## src/inc/dcc_defs.svh

```systemverilog
// Constants of the dual comparator control block.
// Assumes inclusion by bare name from the package and the top module.
`ifndef DCC_DEFS_SVH
`define DCC_DEFS_SVH

// Register indices; byte address is four times the index
`define DCC_IDX_W        10
`define DCC_IDX_CTRL_ONE 10'h0ac
`define DCC_IDX_CTRL_TWO 10'h0ad
`define DCC_IDX_IRQ_EN   10'h0b0
`define DCC_IDX_AUX_PWR  10'h0b1
`define DCC_IDX_STATUS   10'h0b2
`define DCC_IDX_MASK     10'h0b3

// Control register fields
`define DCC_B_FLAG 0
`define DCC_B_RES  1
`define DCC_B_OE   2
`define DCC_B_NEG  3
`define DCC_B_POS  4
`define DCC_B_EN   5

// Interrupt enable, power and status fields
`define DCC_B_EC      0
`define DCC_B_GEA     1
`define DCC_B_APD     5
`define DCC_B_SETTLED 2

// Reset values
`define DCC_CTRL_RST 4'h0
`define DCC_MASK_RST 2'h3
`define DCC_ZERO32   32'h0000_0000

// Settling time after enable
`define DCC_SETTLE_NS  10000
`define DCC_CLK_NS     10
`define DCC_SETTLE_CYC ((`DCC_SETTLE_NS + `DCC_CLK_NS - 1) / `DCC_CLK_NS)

`endif

```

## src/inc/dcc_pkg.sv

```systemverilog
// Types of the dual comparator control block.
// Assumes dcc_defs.svh on the include path.
`include "dcc_defs.svh"

package dcc_pkg;

  // Stored control bits of one comparator
  typedef struct packed {
    logic en;
    logic pos_sel;
    logic neg_sel;
    logic pin_oe;
  } dcc_ctrl_type;

  // Controls toward the analog comparator cells
  typedef struct packed {
    logic       power_down;
    logic [1:0] enable;
    logic [1:0] positive_input_select;
    logic [1:0] negative_input_select;
  } dcc_ana_type;

endpackage : dcc_pkg

```

## src/design/dcc_top.sv

```systemverilog
// Control and status logic for two analog comparators, AHB-Lite slave.
// Assumes comparison bits from the analog cells and a power manager
// driving total_power_down in the hclk domain.
//
// Summary of operation
// Result high when positive input exceeds negative
// Two identical control registers, indices ACh, ADh
// Bit 0 change flag, sticky until cleared
// Bit 1 reads synchronized result
// Bit 2 routes raw result to pin
// Bit 3 selects external or internal reference
// Bit 4 selects positive input a or b
// Bit 5 enables; settle ten microseconds
// Software keeps interrupt off while settling
// Shared request gated by local, global enable
// Disabled comparator forces result high
// Software disables interrupt before disabling comparator
// Total power-down disables both comparators
// Enabled change wakes from idle, power-down
// Aux power bit 5 powers comparators down
// Service routine clears flag before returning
// Compare with previous cycle; set beats clear
`include "dcc_defs.svh"

module dcc_top #(
  parameter int SETTLE_CYC = `DCC_SETTLE_CYC
) (
  // Clock and reset
  input  wire logic                  hclk,
  input  wire logic                  hresetn,
  // AHB-Lite slave
  input  wire logic                  hsel,
  input  wire logic [31:0]           haddr,
  input  wire logic [1:0]            htrans,
  input  wire logic                  hwrite,
  input  wire logic [2:0]            hsize,
  input  wire logic [31:0]           hwdata,
  input  wire logic                  hready,
  output      logic                  hreadyout,
  output      logic                  hresp,
  output      logic [31:0]           hrdata,
  // Analog side: comparisons indexed by {positive, negative} select
  input  wire logic [1:0][3:0]       comp_gt,
  output      dcc_pkg::dcc_ana_type  ana,
  // Comparator pins
  output      logic [1:0]            cmp_pin_o,
  output      logic [1:0]            cmp_pin_oe,
  // Power management
  input  wire logic                  total_power_down,
  output      logic                  wake,
  // Interrupt
  output      logic                  irq
);
  import dcc_pkg::*;

  localparam int CW = $clog2(SETTLE_CYC + 1);
  localparam logic [CW-1:0] SETTLE_END = CW'(SETTLE_CYC);

  ////////////////////////////////////////////////////////////////////
  // Declarations

  dcc_ctrl_type [1:0] ctrl_reg;
  logic [1:0]         flag_reg;
  logic [1:0]         mask_reg;
  logic               ec_reg;
  logic               gea_reg;
  logic               apd_reg;
  logic [1:0]         sync1_reg;
  logic [1:0]         sync2_reg;
  logic [1:0]         prev_reg;
  logic [CW-1:0]      cnt_reg [2];
  logic [1:0]         settled;
  logic [1:0]         en_eff;
  logic [1:0]         raw;
  logic [1:0]         change;
  logic [1:0]         clr;
  logic [1:0]         wr_ctrl;
  logic               wr_pend_reg;
  logic [31:0]        waddr_reg;
  logic [31:0]        rdata_next;
  logic [31:0]        hrdata_reg;
  logic               take;
  logic               wr_irq_en;
  logic               wr_aux;
  logic               wr_status;
  logic               wr_mask;
  logic               pending;

  ////////////////////////////////////////////////////////////////////
  // Address decode

  // Upper address bits must be zero, so aliases do not hit
  function automatic logic dcc_hit(input logic [31:0] a,
                                   input logic [`DCC_IDX_W-1:0] i);
    return (a[31:`DCC_IDX_W+2] == '0) && (a[`DCC_IDX_W+1:2] == i);
  endfunction

  // Read value of one comparator control register
  function automatic logic [7:0] dcc_ctrl_rd(input dcc_ctrl_type c,
                                             input logic res,
                                             input logic flg);
    logic [7:0] v;
    v = 8'h00;
    v[`DCC_B_EN]   = c.en;
    v[`DCC_B_POS]  = c.pos_sel;
    v[`DCC_B_NEG]  = c.neg_sel;
    v[`DCC_B_OE]   = c.pin_oe;
    v[`DCC_B_RES]  = res;
    v[`DCC_B_FLAG] = flg;
    return v;
  endfunction

  // Zero wait states, always OKAY
  assign hreadyout = 1'b1;
  assign hresp     = 1'b0;
  assign hrdata    = hrdata_reg;
  assign take      = hsel & htrans[1] & hready;

  ////////////////////////////////////////////////////////////////////
  // Bus address phase capture

  // Write data arrives one cycle later, so the address is held
  always_ff @(posedge hclk or negedge hresetn) begin
    if (!hresetn) begin
      wr_pend_reg <= 1'b0;
      waddr_reg   <= `DCC_ZERO32;
    end else begin
      wr_pend_reg <= take & hwrite;
      if (take) begin
        waddr_reg <= haddr;
      end
    end
  end

  // Register placement by index
  assign wr_ctrl[0] = wr_pend_reg & dcc_hit(waddr_reg, `DCC_IDX_CTRL_ONE);
  assign wr_ctrl[1] = wr_pend_reg & dcc_hit(waddr_reg, `DCC_IDX_CTRL_TWO);
  assign wr_irq_en  = wr_pend_reg & dcc_hit(waddr_reg, `DCC_IDX_IRQ_EN);
  assign wr_aux     = wr_pend_reg & dcc_hit(waddr_reg, `DCC_IDX_AUX_PWR);
  assign wr_status  = wr_pend_reg & dcc_hit(waddr_reg, `DCC_IDX_STATUS);
  assign wr_mask    = wr_pend_reg & dcc_hit(waddr_reg, `DCC_IDX_MASK);

  ////////////////////////////////////////////////////////////////////
  // Read path

  // Read mux sampled in the address phase; unmapped reads zero
  always_comb begin
    rdata_next = `DCC_ZERO32;
    if (dcc_hit(haddr, `DCC_IDX_CTRL_ONE)) begin
      rdata_next[7:0] = dcc_ctrl_rd(ctrl_reg[0], sync2_reg[0], flag_reg[0]);
    end else if (dcc_hit(haddr, `DCC_IDX_CTRL_TWO)) begin
      rdata_next[7:0] = dcc_ctrl_rd(ctrl_reg[1], sync2_reg[1], flag_reg[1]);
    end else if (dcc_hit(haddr, `DCC_IDX_IRQ_EN)) begin
      rdata_next[`DCC_B_EC]  = ec_reg;
      rdata_next[`DCC_B_GEA] = gea_reg;
    end else if (dcc_hit(haddr, `DCC_IDX_AUX_PWR)) begin
      rdata_next[`DCC_B_APD] = apd_reg;
    end else if (dcc_hit(haddr, `DCC_IDX_STATUS)) begin
      rdata_next[1:0] = flag_reg;
      rdata_next[`DCC_B_SETTLED+1:`DCC_B_SETTLED] = settled;
    end else if (dcc_hit(haddr, `DCC_IDX_MASK)) begin
      rdata_next[1:0] = mask_reg;
    end
  end

  // Read data register
  always_ff @(posedge hclk or negedge hresetn) begin
    if (!hresetn) begin
      hrdata_reg <= `DCC_ZERO32;
    end else if (take && !hwrite) begin
      hrdata_reg <= rdata_next;
    end
  end

  ////////////////////////////////////////////////////////////////////
  // Control registers

  // Total power-down wins over a write to the enable
  always_ff @(posedge hclk or negedge hresetn) begin
    if (!hresetn) begin
      ctrl_reg <= {2{`DCC_CTRL_RST}};
    end else begin
      for (int n = 0; n < 2; n++) begin
        if (wr_ctrl[n]) begin
          // Select and enable bits stored
          ctrl_reg[n].en      <= hwdata[`DCC_B_EN];
          ctrl_reg[n].pos_sel <= hwdata[`DCC_B_POS];
          ctrl_reg[n].neg_sel <= hwdata[`DCC_B_NEG];
          ctrl_reg[n].pin_oe  <= hwdata[`DCC_B_OE];
        end
        if (total_power_down) begin
          ctrl_reg[n].en <= 1'b0;
        end
      end
    end
  end

  // Interrupt enables, power and mask
  always_ff @(posedge hclk or negedge hresetn) begin
    if (!hresetn) begin
      ec_reg   <= 1'b0;
      gea_reg  <= 1'b0;
      apd_reg  <= 1'b0;
      mask_reg <= `DCC_MASK_RST;
    end else begin
      if (wr_irq_en) begin
        ec_reg  <= hwdata[`DCC_B_EC];
        gea_reg <= hwdata[`DCC_B_GEA];
      end
      if (wr_aux) begin
        apd_reg <= hwdata[`DCC_B_APD];
      end
      if (wr_mask) begin
        mask_reg <= hwdata[1:0];
      end
    end
  end

  ////////////////////////////////////////////////////////////////////
  // Analog controls and pins

  // Aux power bit and total power-down cut the cells
  assign ana.power_down = apd_reg | total_power_down;
  assign en_eff[0] = ctrl_reg[0].en & ~ana.power_down;
  assign en_eff[1] = ctrl_reg[1].en & ~ana.power_down;
  assign ana.enable = en_eff;
  assign ana.positive_input_select = {ctrl_reg[1].pos_sel, ctrl_reg[0].pos_sel};
  assign ana.negative_input_select = {ctrl_reg[1].neg_sel, ctrl_reg[0].neg_sel};

  // Selected comparison, high while disabled
  always_comb begin
    for (int n = 0; n < 2; n++) begin
      if (en_eff[n]) begin
        raw[n] = comp_gt[n][{ctrl_reg[n].pos_sel, ctrl_reg[n].neg_sel}];
      end else begin
        raw[n] = 1'b1;
      end
    end
  end

  // Raw result to the pin, no clock in the path
  assign cmp_pin_oe[0] = ctrl_reg[0].pin_oe & en_eff[0];
  assign cmp_pin_oe[1] = ctrl_reg[1].pin_oe & en_eff[1];
  assign cmp_pin_o     = raw & cmp_pin_oe;

  ////////////////////////////////////////////////////////////////////
  // Result synchroniser and change flags

  // Two stages; reset state matches the forced-high idle level
  always_ff @(posedge hclk or negedge hresetn) begin
    if (!hresetn) begin
      sync1_reg <= 2'h3;
      sync2_reg <= 2'h3;
      prev_reg  <= 2'h3;
    end else begin
      sync1_reg <= raw;
      sync2_reg <= sync1_reg;
      prev_reg  <= sync2_reg;
    end
  end

  // Difference against the previous cycle
  assign change = sync2_reg ^ prev_reg;

  // Clear by zero in the control register or one in status
  assign clr[0] = (wr_ctrl[0] & ~hwdata[`DCC_B_FLAG]) | (wr_status & hwdata[0]);
  assign clr[1] = (wr_ctrl[1] & ~hwdata[`DCC_B_FLAG]) | (wr_status & hwdata[1]);

  // Sticky flags; a change in the clear cycle is kept
  always_ff @(posedge hclk or negedge hresetn) begin
    if (!hresetn) begin
      flag_reg <= 2'h0;
    end else begin
      for (int n = 0; n < 2; n++) begin
        if (change[n]) begin
          flag_reg[n] <= 1'b1;
        end else if (clr[n]) begin
          flag_reg[n] <= 1'b0;
        end
      end
    end
  end

  ////////////////////////////////////////////////////////////////////
  // Settling timers

  // Counts from enable; software may poll it instead of waiting
  always_ff @(posedge hclk or negedge hresetn) begin
    if (!hresetn) begin
      cnt_reg[0] <= '0;
      cnt_reg[1] <= '0;
    end else begin
      for (int n = 0; n < 2; n++) begin
        if (!en_eff[n]) begin
          cnt_reg[n] <= '0;
        end else if (cnt_reg[n] != SETTLE_END) begin
          cnt_reg[n] <= cnt_reg[n] + 1'b1;
        end
      end
    end
  end

  assign settled[0] = (cnt_reg[0] == SETTLE_END);
  assign settled[1] = (cnt_reg[1] == SETTLE_END);

  ////////////////////////////////////////////////////////////////////
  // Interrupt and wake

  assign pending = |(flag_reg & mask_reg);

  // One shared request behind local and global enable
  assign irq = pending & ec_reg & gea_reg;

  // Wake ignores the global enable, not in total power-down
  assign wake = pending & ec_reg & ~total_power_down;
endmodule : dcc_top

```

## config.mk

```make
export PLATFORM = sky130hd
export DESIGN_NAME = dcc_top
export DESIGN_NICKNAME = d
export VERILOG_FILES = /design/src/inc/dcc_pkg.sv /design/src/design/dcc_top.sv
export VERILOG_INCLUDE_DIRS = /design/src /design/src/inc
export SDC_FILE = /design/constraint.sdc
export NUM_CORES = 1
export LEC_CHECK = 0
export ABC_AREA = 1
export BUFFER_PORTS_ARGS = -buffer_cell sky130_fd_sc_hd__buf_2
export CAP_MARGIN = 20
export CORE_UTILIZATION = 55
export DETAILED_ROUTE_END_ITERATION = 8
export GPL_TIMING_DRIVEN = 0
export PLACE_DENSITY = 0.87
export SYNTH_ARGS = -nofsm -noshare
export SYNTH_HDL_FRONTEND = slang
export SYNTH_SLANG_ARGS = --single-unit
```

## constraint.sdc

```tcl
create_clock -name hclk -period 2.74 [get_ports hclk]
set_input_delay 0.548 -clock hclk [delete_from_list [all_inputs] [get_ports hclk]]
set_output_delay 0.548 -clock hclk [all_outputs]
set_load 0.005 [all_outputs]
```

==> results of run 1 <==
## cell usage in the layout, fill, tap and decap left out, types with 8 or more instances in the layout
cell type and instances:
sky130_fd_sc_hd__buf_2 68, sky130_fd_sc_hd__o21ai_1 11, sky130_fd_sc_hd__nand3_1 54, sky130_fd_sc_hd__buf_4 34, sky130_fd_sc_hd__dfstp_2 8, sky130_fd_sc_hd__inv_2 10
sky130_fd_sc_hd__conb_1 28, sky130_fd_sc_hd__nand4_1 8, sky130_fd_sc_hd__inv_1 56, sky130_fd_sc_hd__dfrtp_1 70, sky130_fd_sc_hd__nor2_1 55, sky130_fd_sc_hd__clkbuf_8 9
sky130_fd_sc_hd__a21oi_1 16, sky130_fd_sc_hd__nor3_1 15, sky130_fd_sc_hd__nand2_1 141, sky130_fd_sc_hd__o21ai_0 27
## worst register-to-register path: cells and delay by family (launching register included)
| family | cells | cell delay (ps) |
|---|---|---|
| AO/OA/AOI/OAI | 1 | 170 |
| buffers and inverters | 1 | 60 |
| flip-flops | 1 | 380 |
| AND/OR/NAND/NOR | 6 | 950 |
## power breakdown
group	total (mW)	switching, mW	internal, mW
Sequential	1.27	0.0447	1.22
Clock	0.879	0.455	0.424
Combinational	0.265	0.156	0.109
Total	2.41	0.656	1.75
## area by class of cell
| class | count | area [µm²] |
|---|---|---|
| repair buffers | 70 | 375 |
| well taps | 99 | 124 |
| multi-input cells | 382 | 1760 |
| inverters | 69 | 259 |
| clock buffers | 9 | 124 |
| fillers | 609 | 2340 |
| clock inverters | 7 | 73.8 |
| plain buffers | 39 | 278 |
| flip-flops and latches | 78 | 1960 |
## synthesized netlist by cell type (2+ instances only)
| library cell | count | area (µm²) |
|---|---|---|
| sky130_fd_sc_hd__nand3_1 | 54 | 270 |
| sky130_fd_sc_hd__nor4_2 | 4 | 50.1 |
| sky130_fd_sc_hd__dfrtp_1 | 70 | 1750 |
| sky130_fd_sc_hd__nor3_1 | 15 | 75.1 |
| sky130_fd_sc_hd__o21ai_0 | 27 | 135 |
| sky130_fd_sc_hd__dfstp_2 | 8 | 210 |
| sky130_fd_sc_hd__ha_1 | 4 | 50.1 |
| sky130_fd_sc_hd__xnor2_1 | 2 | 17.5 |
| sky130_fd_sc_hd__nor2_1 | 55 | 206 |
| sky130_fd_sc_hd__inv_2 | 10 | 37.5 |
| sky130_fd_sc_hd__buf_4 | 33 | 248 |
| sky130_fd_sc_hd__nand4_1 | 8 | 50.1 |
| sky130_fd_sc_hd__a21oi_1 | 16 | 80.1 |
| sky130_fd_sc_hd__o21ai_1 | 11 | 55.1 |
| sky130_fd_sc_hd__or2_0 | 2 | 12.5 |
| sky130_fd_sc_hd__clkbuf_1 | 4 | 15.0 |
| sky130_fd_sc_hd__nand2_1 | 141 | 529 |
| sky130_fd_sc_hd__conb_1 | 2 | 7.51 |
| sky130_fd_sc_hd__nor4_1 | 2 | 12.5 |
| sky130_fd_sc_hd__a32o_1 | 2 | 20.0 |
| sky130_fd_sc_hd__inv_1 | 56 | 210 |
| sky130_fd_sc_hd__clkinv_1 | 3 | 11.3 |
## metrics by stage
| stage | util [%] | area [µm²] | hold slack (ps) | cells |
|---|---|---|---|---|
| 3_5_place_dp | 65.2 | 4750 | 348 | 737 |
| 6_report | 67.9 | 4950 | 76.5 | 753 |
| 3_3_place_gp | 64.8 | 4720 | 347 | 736 |
| 2_1_floorplan | - | 4250 | 252 | 568 |
| 5_1_grt | 67.9 | 4950 | 109 | 753 |
| 4_1_cts | 67.9 | 4950 | 89.5 | 753 |
## how the worst max path moves through the flow
stage / cells past startpoint / endpoint / slack [ps] / startpoint
floorplan: 3 / cmp_pin_o[1] / 1150 / total_power_down
global placement: 1 / cnt_reg[5] / 640 / hresetn
detailed placement: 5 / ana[4] / 670 / total_power_down
CTS: 4 / ana[4] / 540 / apd_reg
global route: 4 / ana[4] / 410 / apd_reg
finish: 4 / ana[4] / 500 / apd_reg
## cells by family (layout without fill, tap and decap cells)
logic type,Yosys count,in the layout,synth area share (%)
AND/OR/NAND/NOR,289,289,30.5
AO/OA/AOI/OAI,59,59,7.56
buffers and inverters,108,194,12.9
XOR/XNOR,2,2,0.422
flip-flops,78,78,47.2
adder cells (fa/ha/maj),4,4,1.20
other,2,28,0.181
## metal layers
layer,track usage [%],routed length [µm],vias to the layer above,share of wire [%]
li1,-,-,1893,-
met3,5.08,693,32,7.4
met4,14.1,313,0,3.3
met5,0,0,-,0
met2,43.6,4450,193,47
met1,31.6,3910,1732,42
==> metrics.log, run 1 <==
[metrics] Post-Synthesis Mean Instance Area: about 7.7 µm²
[metrics] yosys synthesis warning count: 0
[metrics] Max Cap Viol: 0
[metrics] vertical die dimension: between 80 and 90 µm
[metrics] number of vias in the routed layout: 3850
[metrics] clock tree from TritonCTS: done
[metrics] post-route minimum period: 2240 ps
[metrics] number of buffers added by the clock tree synthesis step: 9
[metrics] clock slew at reported path FFs: 80 ps
[metrics] port bufs: 69
[metrics] Post-synth EDFFs: 0
[metrics] Clock Sink Count: just under 80
[metrics] power per cell area: 487 nW/µm²
[metrics] prevailing post-synth register cell: sky130_fd_sc_hd__dfrtp_1
[metrics] number of global-route vias before repair: 3694
[metrics] list of cells traversed by the critical path: inv_1 > nand3_1 > clkinv_1 > buf_2
[metrics] share of layout cells above drive strength 1: between 20 and 25%
[metrics] total global-route track usage: about a quarter
[metrics] routability congestion estimate from global placement: about 0.88
[metrics] setup ws final: about 500 ps
[metrics] crit share post-route: 81.7%
[metrics] total setup violations reported at the end of the flow: 0
[metrics] number of flip-flops and latches in the synthesized netlist: 78
[metrics] number of instances resized during post-cts repair: 0
[metrics] antenna violations before repair: 0
[metrics] site row count: 31
[metrics] Post-CTS Setup Bufs: 0
[metrics] leakage power total: 2.60 nW
[metrics] number of flip-flops in the largest register: 30
[metrics] final setup TNS: 0 ps
[metrics] CP startpoint kind: flop
[metrics] first-pass GRT wire length: approximately 16000 µm
[metrics] clock skew after layout: between 4 and 5 ps
[metrics] CP peak stage delay: about 350 ps
[metrics] Routed WL: 9360 µm
[metrics] FMAX: 0.447 GHz
[metrics] Initial DRT Pass Iterations: 5
[metrics] worst min path class: primary input to asynchronous set/reset pin
[metrics] Critical R2R Capture: ctrl_reg[0]
[metrics] WP buf/inv: 3
[metrics] depth of the worst register-to-register path: 8
[metrics] diode insertion count for antenna repair: 0
[metrics] antenna-violating nets left: 0
[metrics] startpoint-to-endpoint class of the critical path: flop to primary output
[metrics] Synth Cell Area: roughly 4200 µm²
[metrics] WP data required: ~2200 ps
[metrics] largest vdd supply drop: approximately 0.29 mV
[metrics] DR iter-0 viols: between 200 and 300
[metrics] number of endpoints with negative hold slack in the final report: 0
[metrics] initial core utilization: between 50% and 60%
[metrics] Synth cell types: 35
[metrics] detailed-route vias per instance: between 5 and 6
[metrics] part of the Yosys area used for sequential elements: approximately 47%
[metrics] Setup WS pre-CTS: a little under 700 ps
[metrics] library cell used as clock root buffer: sky130_fd_sc_hd__clkbuf_8
[metrics] worst slew margin relative to its limit: 56.0%
[metrics] I/O Pins: 130
[metrics] final count of pins violating max slew: 0
[metrics] slew at the pin with the worst max-slew slack: approximately 650 ps
[metrics] die area: a little under 8000 µm²
[metrics] hpwl dp: 7160 µm
[metrics] result of the run: complete, no violations
[metrics] CP top delay family: buffers and inverters
[metrics] global route overflow: 0
[metrics] Area Growth Syn to Fin: 19.1%
[metrics] residual DRC count: 0
[metrics] share of flip-flops with an asynchronous set or reset after synthesis: between 90% and 100%
[metrics] pin count of the biggest net entering global routing: between 50 and 60
[metrics] crit path capture type: primary output
[metrics] Core Region: 7290 µm²
[metrics] r2r setup slk: about 1100 ps
[metrics] Max clock buf depth: 2
[metrics] layout net count: 736
[metrics] clk_lat worst skew: 360 ps
[metrics] standard cell with the maximum stage delay on the critical path: sky130_fd_sc_hd__dfrtp_1
[metrics] # hold bufs at CTS: 0
[metrics] Max FO, Critical Path: 9
[metrics] synthesized instance count: 542
[metrics] overall die width: just under 90 µm
[metrics] unrepaired setup endpoints after global routing: false
[metrics] R2R Path Start: waddr_reg[17]
[metrics] post-detailed-route wirelength per cell: 12.4 µm
[metrics] number of levels the H-tree was split into: 3
[metrics] Critical Path AT: about 1700 ps
[metrics] total power: around 2.4 mW
Power figures use the tool's default switching activity.
==> inputs of run 2 (changes only) <==
--- a/config.mk
+++ b/config.mk
@@ -9,10 +9,10 @@
 export ABC_AREA = 1
 export BUFFER_PORTS_ARGS = -buffer_cell sky130_fd_sc_hd__buf_2
 export CAP_MARGIN = 20
-export CORE_UTILIZATION = 55
+export CORE_UTILIZATION = 47
 export DETAILED_ROUTE_END_ITERATION = 8
 export GPL_TIMING_DRIVEN = 0
-export PLACE_DENSITY = 0.87
+export PLACE_DENSITY = 0.79
 export SYNTH_ARGS = -nofsm -noshare
 export SYNTH_HDL_FRONTEND = slang
 export SYNTH_SLANG_ARGS = --single-unit
==> constraint.sdc (replaced) <==
create_clock -name hclk -period 1.8 [get_ports hclk]
set_input_delay 0.36 -clock hclk [delete_from_list [all_inputs] [get_ports hclk]]
set_output_delay 0.36 -clock hclk [all_outputs]
set_load 0.005 [all_outputs]
==> metrics.log, run 2 (synthesis gave the netlist of run 1 again) <==
[metrics] result of the run: complete, but fails checks
[metrics] violations in the final reports: negative setup slack
[metrics] crit path capture type: primary output
[metrics] Critical Path AT: approximately 1500 ps
[metrics] R2R Path Start: waddr_reg[12]
[metrics] overall die width: 96.0 µm
[metrics] unrepaired setup endpoints after global routing: true
[metrics] pin count of the biggest net entering global routing: slightly below 60
[metrics] Core Region: 8380 µm²
[metrics] global route overflow: 0
[metrics] highest metal used: met4
[metrics] power per cell area: ~750 nW/µm²
[metrics] r2r setup slk: 150 ps
[metrics] library cell used as clock root buffer: sky130_fd_sc_hd__clkbuf_8
[metrics] DR iter-0 viols: roughly 270
[metrics] Initial DRT Pass Iterations: 5
[metrics] Hold EP: waddr_reg[22]
[metrics] CP startpoint kind: flop
[metrics] first-pass GRT wire length: approximately 16000 µm
[metrics] number of global-route vias before repair: approximately 3600
[metrics] Routed WL: around 9800 µm
[metrics] Hold WS: between 200 and 250 ps
[metrics] final setup TNS: -114 ps
[metrics] depth of the worst register-to-register path: 7
[metrics] die area: between 9000 and 10000 µm²
[metrics] FMAX: between 0.5 and 0.6 GHz
[metrics] number of buffers added by the clock tree synthesis step: 9
[metrics] area of the multi-input gates: roughly 1800 µm²
[metrics] routability congestion estimate from global placement: ~0.85
[metrics] total global-route track usage: 22.9%
[metrics] Setup WS pre-CTS: roughly 17 ps
[metrics] slew at the pin with the worst max-slew slack: approximately 640 ps
[metrics] total power: ~3.9 mW
[metrics] crit share post-route: 105%
[metrics] worst slew margin relative to its limit: 57.2%
[metrics] detailed-route vias per instance: a little over 5
[metrics] depth of the worst hold-timing path: 3
[metrics] share of layout cells above drive strength 1: between 20 and 30%
[metrics] leakage power total: between 2 and 3 nW
[metrics] Critical R2R Capture: ctrl_reg[7]
[metrics] commonest cells after routing, fill and taps aside: sky130_fd_sc_hd__nand2_1 (139), sky130_fd_sc_hd__dfrtp_1 (68), sky130_fd_sc_hd__buf_2 (68)
[metrics] post-detailed-route wirelength per cell: 12.8 µm
[metrics] number of flip-flops in the largest register: 30
[metrics] number of endpoints with negative hold slack in the final report: 0
[metrics] startpoint-to-endpoint class of the critical path: flop to primary output
[metrics] residual DRC count: 0
[metrics] wire length on met1: 4110 µm
[metrics] clock skew after layout: ~15 ps
[metrics] largest vdd supply drop: about 0.47 mV
[metrics] clock slew at reported path FFs: about 90 ps
[metrics] diode insertion count for antenna repair: 0
[metrics] port bufs: a little under 70
[metrics] initial core utilization: between 40% and 50%
[metrics] Max FO, Critical Path: 4
[metrics] WP data required: around 1400 ps
[metrics] I/O Pins: 130
[metrics] Area Growth Syn to Fin: 23.1%
[metrics] final count of pins violating max slew: 0
[metrics] most frequent standard cell in the layout excluding fill and tap cells: sky130_fd_sc_hd__nand2_1
[metrics] Max Cap Viol: 0
[metrics] register cell area after layout: slightly below 2000 µm²
[metrics] final cell count without fillers: 765
[metrics] startpoint of the lowest-slack hold path: haddr[22]
[metrics] Max clock buf depth: 2
[metrics] total setup violations reported at the end of the flow: 2
[metrics] antenna violations before repair: 0
[metrics] clk_lat worst skew: between 300 and 400 ps
[metrics] placed cell area: 4760 µm²
[metrics] post-route minimum period: roughly 1900 ps
[metrics] total non-filler cell area in the finished layout: between 5000 and 6000 µm²
[metrics] worst min path class: primary input to flop
[metrics] number of levels the H-tree was split into: 3
[metrics] FILL cells: between 700 and 800
[metrics] routed length on met2: 4910 µm
[metrics] setup ws final: -84.4 ps
[metrics] layout net count: 742
[metrics] routed length on met3: about 560 µm
[metrics] vertical die dimension: 96.0 µm
[metrics] site row count: 33
[metrics] antenna-violating nets left: 0
[metrics] clock tree from TritonCTS: done
[metrics] number of vias in the routed layout: 3874
[metrics] share of the core filled with cells in the final layout: roughly 61%
[metrics] hpwl dp: roughly 7300 µm
[metrics] post-placement cell count: roughly 740
[metrics] Clock Sink Count: roughly 80
-- run 2: cell count changes in the layout (fill, tap and decap cells not counted), moves of 3 or more --
cell                     delta
sky130_fd_sc_hd__inv_2      +3
sky130_fd_sc_hd__inv_1      -3
sky130_fd_sc_hd__buf_4      +5
sky130_fd_sc_hd__nor3_2     +5
sky130_fd_sc_hd__nor3_1     -6
-- run 2: cell type report --
class,count,share of cell area [%]
Sequential cell,78,38.4
Timing Repair Buffer,76,8.26
Buffer,39,5.43
Tap cell,105,2.57
Clock inverter,6,1.78
Clock buffer,10,2.69
Inverter,69,5.06
Multi-Input combinational cell,382,35.8
-- run 2: worst max path at each step --
stage / cells past startpoint / slack, ps / startpoint / to
global placement: 1 / -160 / hresetn / cnt_reg[6]
detailed placement: 8 / 20 / haddr[11] / hrdata[2]
floorplan: 7 / 350 / waddr_reg[12] / apd_reg
finish: 5 / -80 / ana[0] / cmp_pin_o[0]
global route: 5 / -130 / ana[0] / cmp_pin_o[0]
CTS: 5 / -60 / ana[0] / cmp_pin_o[0]
-- run 2: power breakdown --
part / leakage [nW] / internal (mW) / switching [mW] / total [mW]
registers: 0.989 / 1.86 / 0.0729 / 1.93
clock network: 0.117 / 0.829 / 0.686 / 1.52
logic: 1.56 / 0.170 / 0.242 / 0.412
-- run 2: layer usage --
metal | global-route usage, % | vias up
met2 | 38.9 | 140
met1 | 28.8 | 1812
met4 | 10.1 | 0
met5 | 0 | -
li1 | - | 1902
met3 | 3.40 | 20
-- run 2: worst max-delay path: stages (launching register included) --
cell	delay [ps]
sky130_fd_sc_hd__dfrtp_2	440
sky130_fd_sc_hd__inv_2	90
sky130_fd_sc_hd__nand2_2	40
sky130_fd_sc_hd__a32o_2	260
sky130_fd_sc_hd__nor3_4	190
sky130_fd_sc_hd__buf_2	140
-- run 2: timing repair --
| item | CTS | global route |
|---|---|---|
| buffers inserted | 2 | 3 |
| hold endpoints to repair | 19 | 0 |
| pin swaps | 0 | 2 |
| gates resized for setup | 9 | 12 |
| endpoints found under the setup margin | 6 | 18 |
| hold buffers | 1 | 0 |
==> inputs of run 3 (changes only) <==
==> constraint.sdc (replaced) <==
create_clock -name hclk -period 1.8 [get_ports hclk]
set_input_delay 0.36 -clock hclk [delete_from_list [all_inputs] [get_ports hclk]]
set_output_delay 0.36 -clock hclk [all_outputs]
set_load 0.02 [all_outputs]
==> metrics.log, run 3 (synthesis gave the netlist of run 1 again) <==
[metrics] Routed WL: around 9800 µm
[metrics] unrepaired setup endpoints after global routing: true
[metrics] clock tree from TritonCTS: done
[metrics] total power: 3.90 mW
[metrics] site row count: 33
[metrics] clock slew at reported path FFs: 90 ps
[metrics] antenna violations before repair: 0
[metrics] worst min path class: primary input to flop
[metrics] I/O Pins: 130
[metrics] DR iter-0 viols: approximately 260
[metrics] final cell count without fillers: approximately 760
[metrics] routability congestion estimate from global placement: between 0.8 and 0.9
[metrics] commonest cells after routing, fill and taps aside: sky130_fd_sc_hd__nand2_1 (141), sky130_fd_sc_hd__dfrtp_1 (68), sky130_fd_sc_hd__buf_2 (66)
[metrics] worst slew margin relative to its limit: 56.9%
[metrics] startpoint of the lowest-slack hold path: haddr[22]
[metrics] Initial DRT Pass Iterations: 5
[metrics] number of flip-flops in the largest register: 30
[metrics] slew at the pin with the worst max-slew slack: roughly 640 ps
[metrics] Hold EP: waddr_reg[22]
[metrics] first-pass GRT wire length: approximately 16000 µm
[metrics] final count of pins violating max slew: 0
[metrics] r2r setup slk: around 150 ps
[metrics] crit path capture type: primary output
[metrics] depth of the worst register-to-register path: 7
[metrics] library cell used as clock root buffer: sky130_fd_sc_hd__clkbuf_8
[metrics] launching element of the worst setup path: ana[0]
[metrics] R2R Path Start: waddr_reg[12]
[metrics] share of layout cells above drive strength 1: roughly a quarter
[metrics] power per cell area: ~770 nW/µm²
[metrics] total non-filler cell area in the finished layout: around 5100 µm²
[metrics] depth of the worst hold-timing path: 3
[metrics] most frequent standard cell in the layout excluding fill and tap cells: sky130_fd_sc_hd__nand2_1
[metrics] total setup violations reported at the end of the flow: 2
[metrics] Max FO, Critical Path: 5
[metrics] Critical R2R Capture: ctrl_reg[7]
[metrics] post-detailed-route wirelength per cell: about 13 µm
[metrics] layout net count: about 740
[metrics] number of vias in the routed layout: 3826
[metrics] result of the run: complete, but fails checks
[metrics] setup ws final: -95.3 ps
[metrics] placed cell area: ~4800 µm²
[metrics] initial core utilization: 49.6%
[metrics] violations in the final reports: negative setup slack
[metrics] final setup TNS: -167 ps
[metrics] overall die width: between 90 and 100 µm
[metrics] post-route minimum period: 1900 ps
[metrics] FILL cells: between 700 and 800
[metrics] Max Cap Viol: 0
[metrics] diode insertion count for antenna repair: 0
[metrics] clock skew after layout: about 16 ps
[metrics] port bufs: 69
[metrics] number of buffers added by the clock tree synthesis step: 9
[metrics] FMAX: around 0.53 GHz
[metrics] WP data required: 1440 ps
[metrics] hpwl dp: between 7000 and 8000 µm
[metrics] Core Region: around 8400 µm²
[metrics] clk_lat worst skew: roughly 350 ps
[metrics] largest vdd supply drop: ~0.48 mV
[metrics] number of endpoints with negative hold slack in the final report: 0
[metrics] Clock Sink Count: slightly below 80
[metrics] crit share post-route: 105%
[metrics] vertical die dimension: ~96 µm
[metrics] Area Growth Syn to Fin: 22.3%
[metrics] detailed-route vias per instance: just over 5
[metrics] CP startpoint kind: flop
[metrics] number of levels the H-tree was split into: 3
[metrics] startpoint-to-endpoint class of the critical path: flop to primary output
[metrics] Critical Path AT: around 1500 ps
[metrics] global route overflow: 0
[metrics] number of global-route vias before repair: roughly 3600
[metrics] Max clock buf depth: 2
[metrics] pin count of the biggest net entering global routing: approximately 60
[metrics] leakage power total: between 2 and 3 nW
[metrics] total global-route track usage: roughly 23%
[metrics] residual DRC count: 0
[metrics] die area: 9220 µm²
[metrics] antenna-violating nets left: 0
[metrics] post-placement cell count: ~740
[run 3: cell count changes in the layout (fill, tap and decap cells not counted), moves of 2 or more]
cell	change
sky130_fd_sc_hd__nand2_2	-2
sky130_fd_sc_hd__buf_2	-2
sky130_fd_sc_hd__buf_4	-2
sky130_fd_sc_hd__nand2_1	+2
[run 3: how the worst max path moves through the flow]
stage                     depth (start not counted)      endpoint
after floorplan                                   3  cmp_pin_o[1]
after global placement                            1    cnt_reg[6]
after detailed placement                          8     hrdata[2]
after CTS                                         5  cmp_pin_o[0]
after global routing                              5  cmp_pin_o[0]
final                                             5  cmp_pin_o[0]
[run 3: area by class of cell]
cell class                 instances  area [µm²]  share of cell area [%]
multi-input combinational        382        1820                    35.9
inverter                          69         262                    5.14
buffer                            39         278                    5.46
sequential                        78        1960                    38.6
clock buffer                      10         138                    2.71
timing repair buffer              72         398                    7.82
tap                              105         131                    2.58
clock inverter                     6        91.3                    1.80
[run 3: where the power goes]
group          internal (mW)  switching [mW]  total, mW
combinational          0.172           0.280      0.452
clock                  0.829           0.686       1.52
sequential              1.86          0.0735       1.93
total                   2.86            1.04       3.90
[run 3: worst max-delay path, cell delays in order, from the launching register on]
cell and delay, ps:
sky130_fd_sc_hd__dfrtp_2 450, sky130_fd_sc_hd__inv_2 70, sky130_fd_sc_hd__nand2_1 40, sky130_fd_sc_hd__a32o_1 240
sky130_fd_sc_hd__nor3_2 180, sky130_fd_sc_hd__buf_4 180
[run 3: timing repair]
| item | CTS | global route |
|---|---|---|
| buffers inserted | 1 | 0 |
| endpoints found under the hold margin | 19 | 0 |
| hold buffers | 1 | 0 |
| setup endpoints to repair | 6 | 21 |
| gates cloned | 0 | 0 |
| gates resized for setup | 12 | 9 |
[run 3: layer usage]
layer  vias to the layer above  wire, µm  global-route usage [%]
met5                         -         0                       0
met3                        22       580                    3.40
li1                       1892         -                       -
met4                         0       233                    10.1
met1                      1785      4100                    28.7
met2                       127      4850                    39.0
[run 3: stage by stage]
stage / hold WS [ps] / worst slack, ps / util (%)
after global routing: 218 / -171 / 60.7
final: 214 / -95.3 / 60.7
after floorplan: 64.4 / 236 / -
after global placement: 346 / -155 / 56.4
after detailed placement: 273 / 17.5 / 56.8
after CTS: 208 / -101 / 60.2
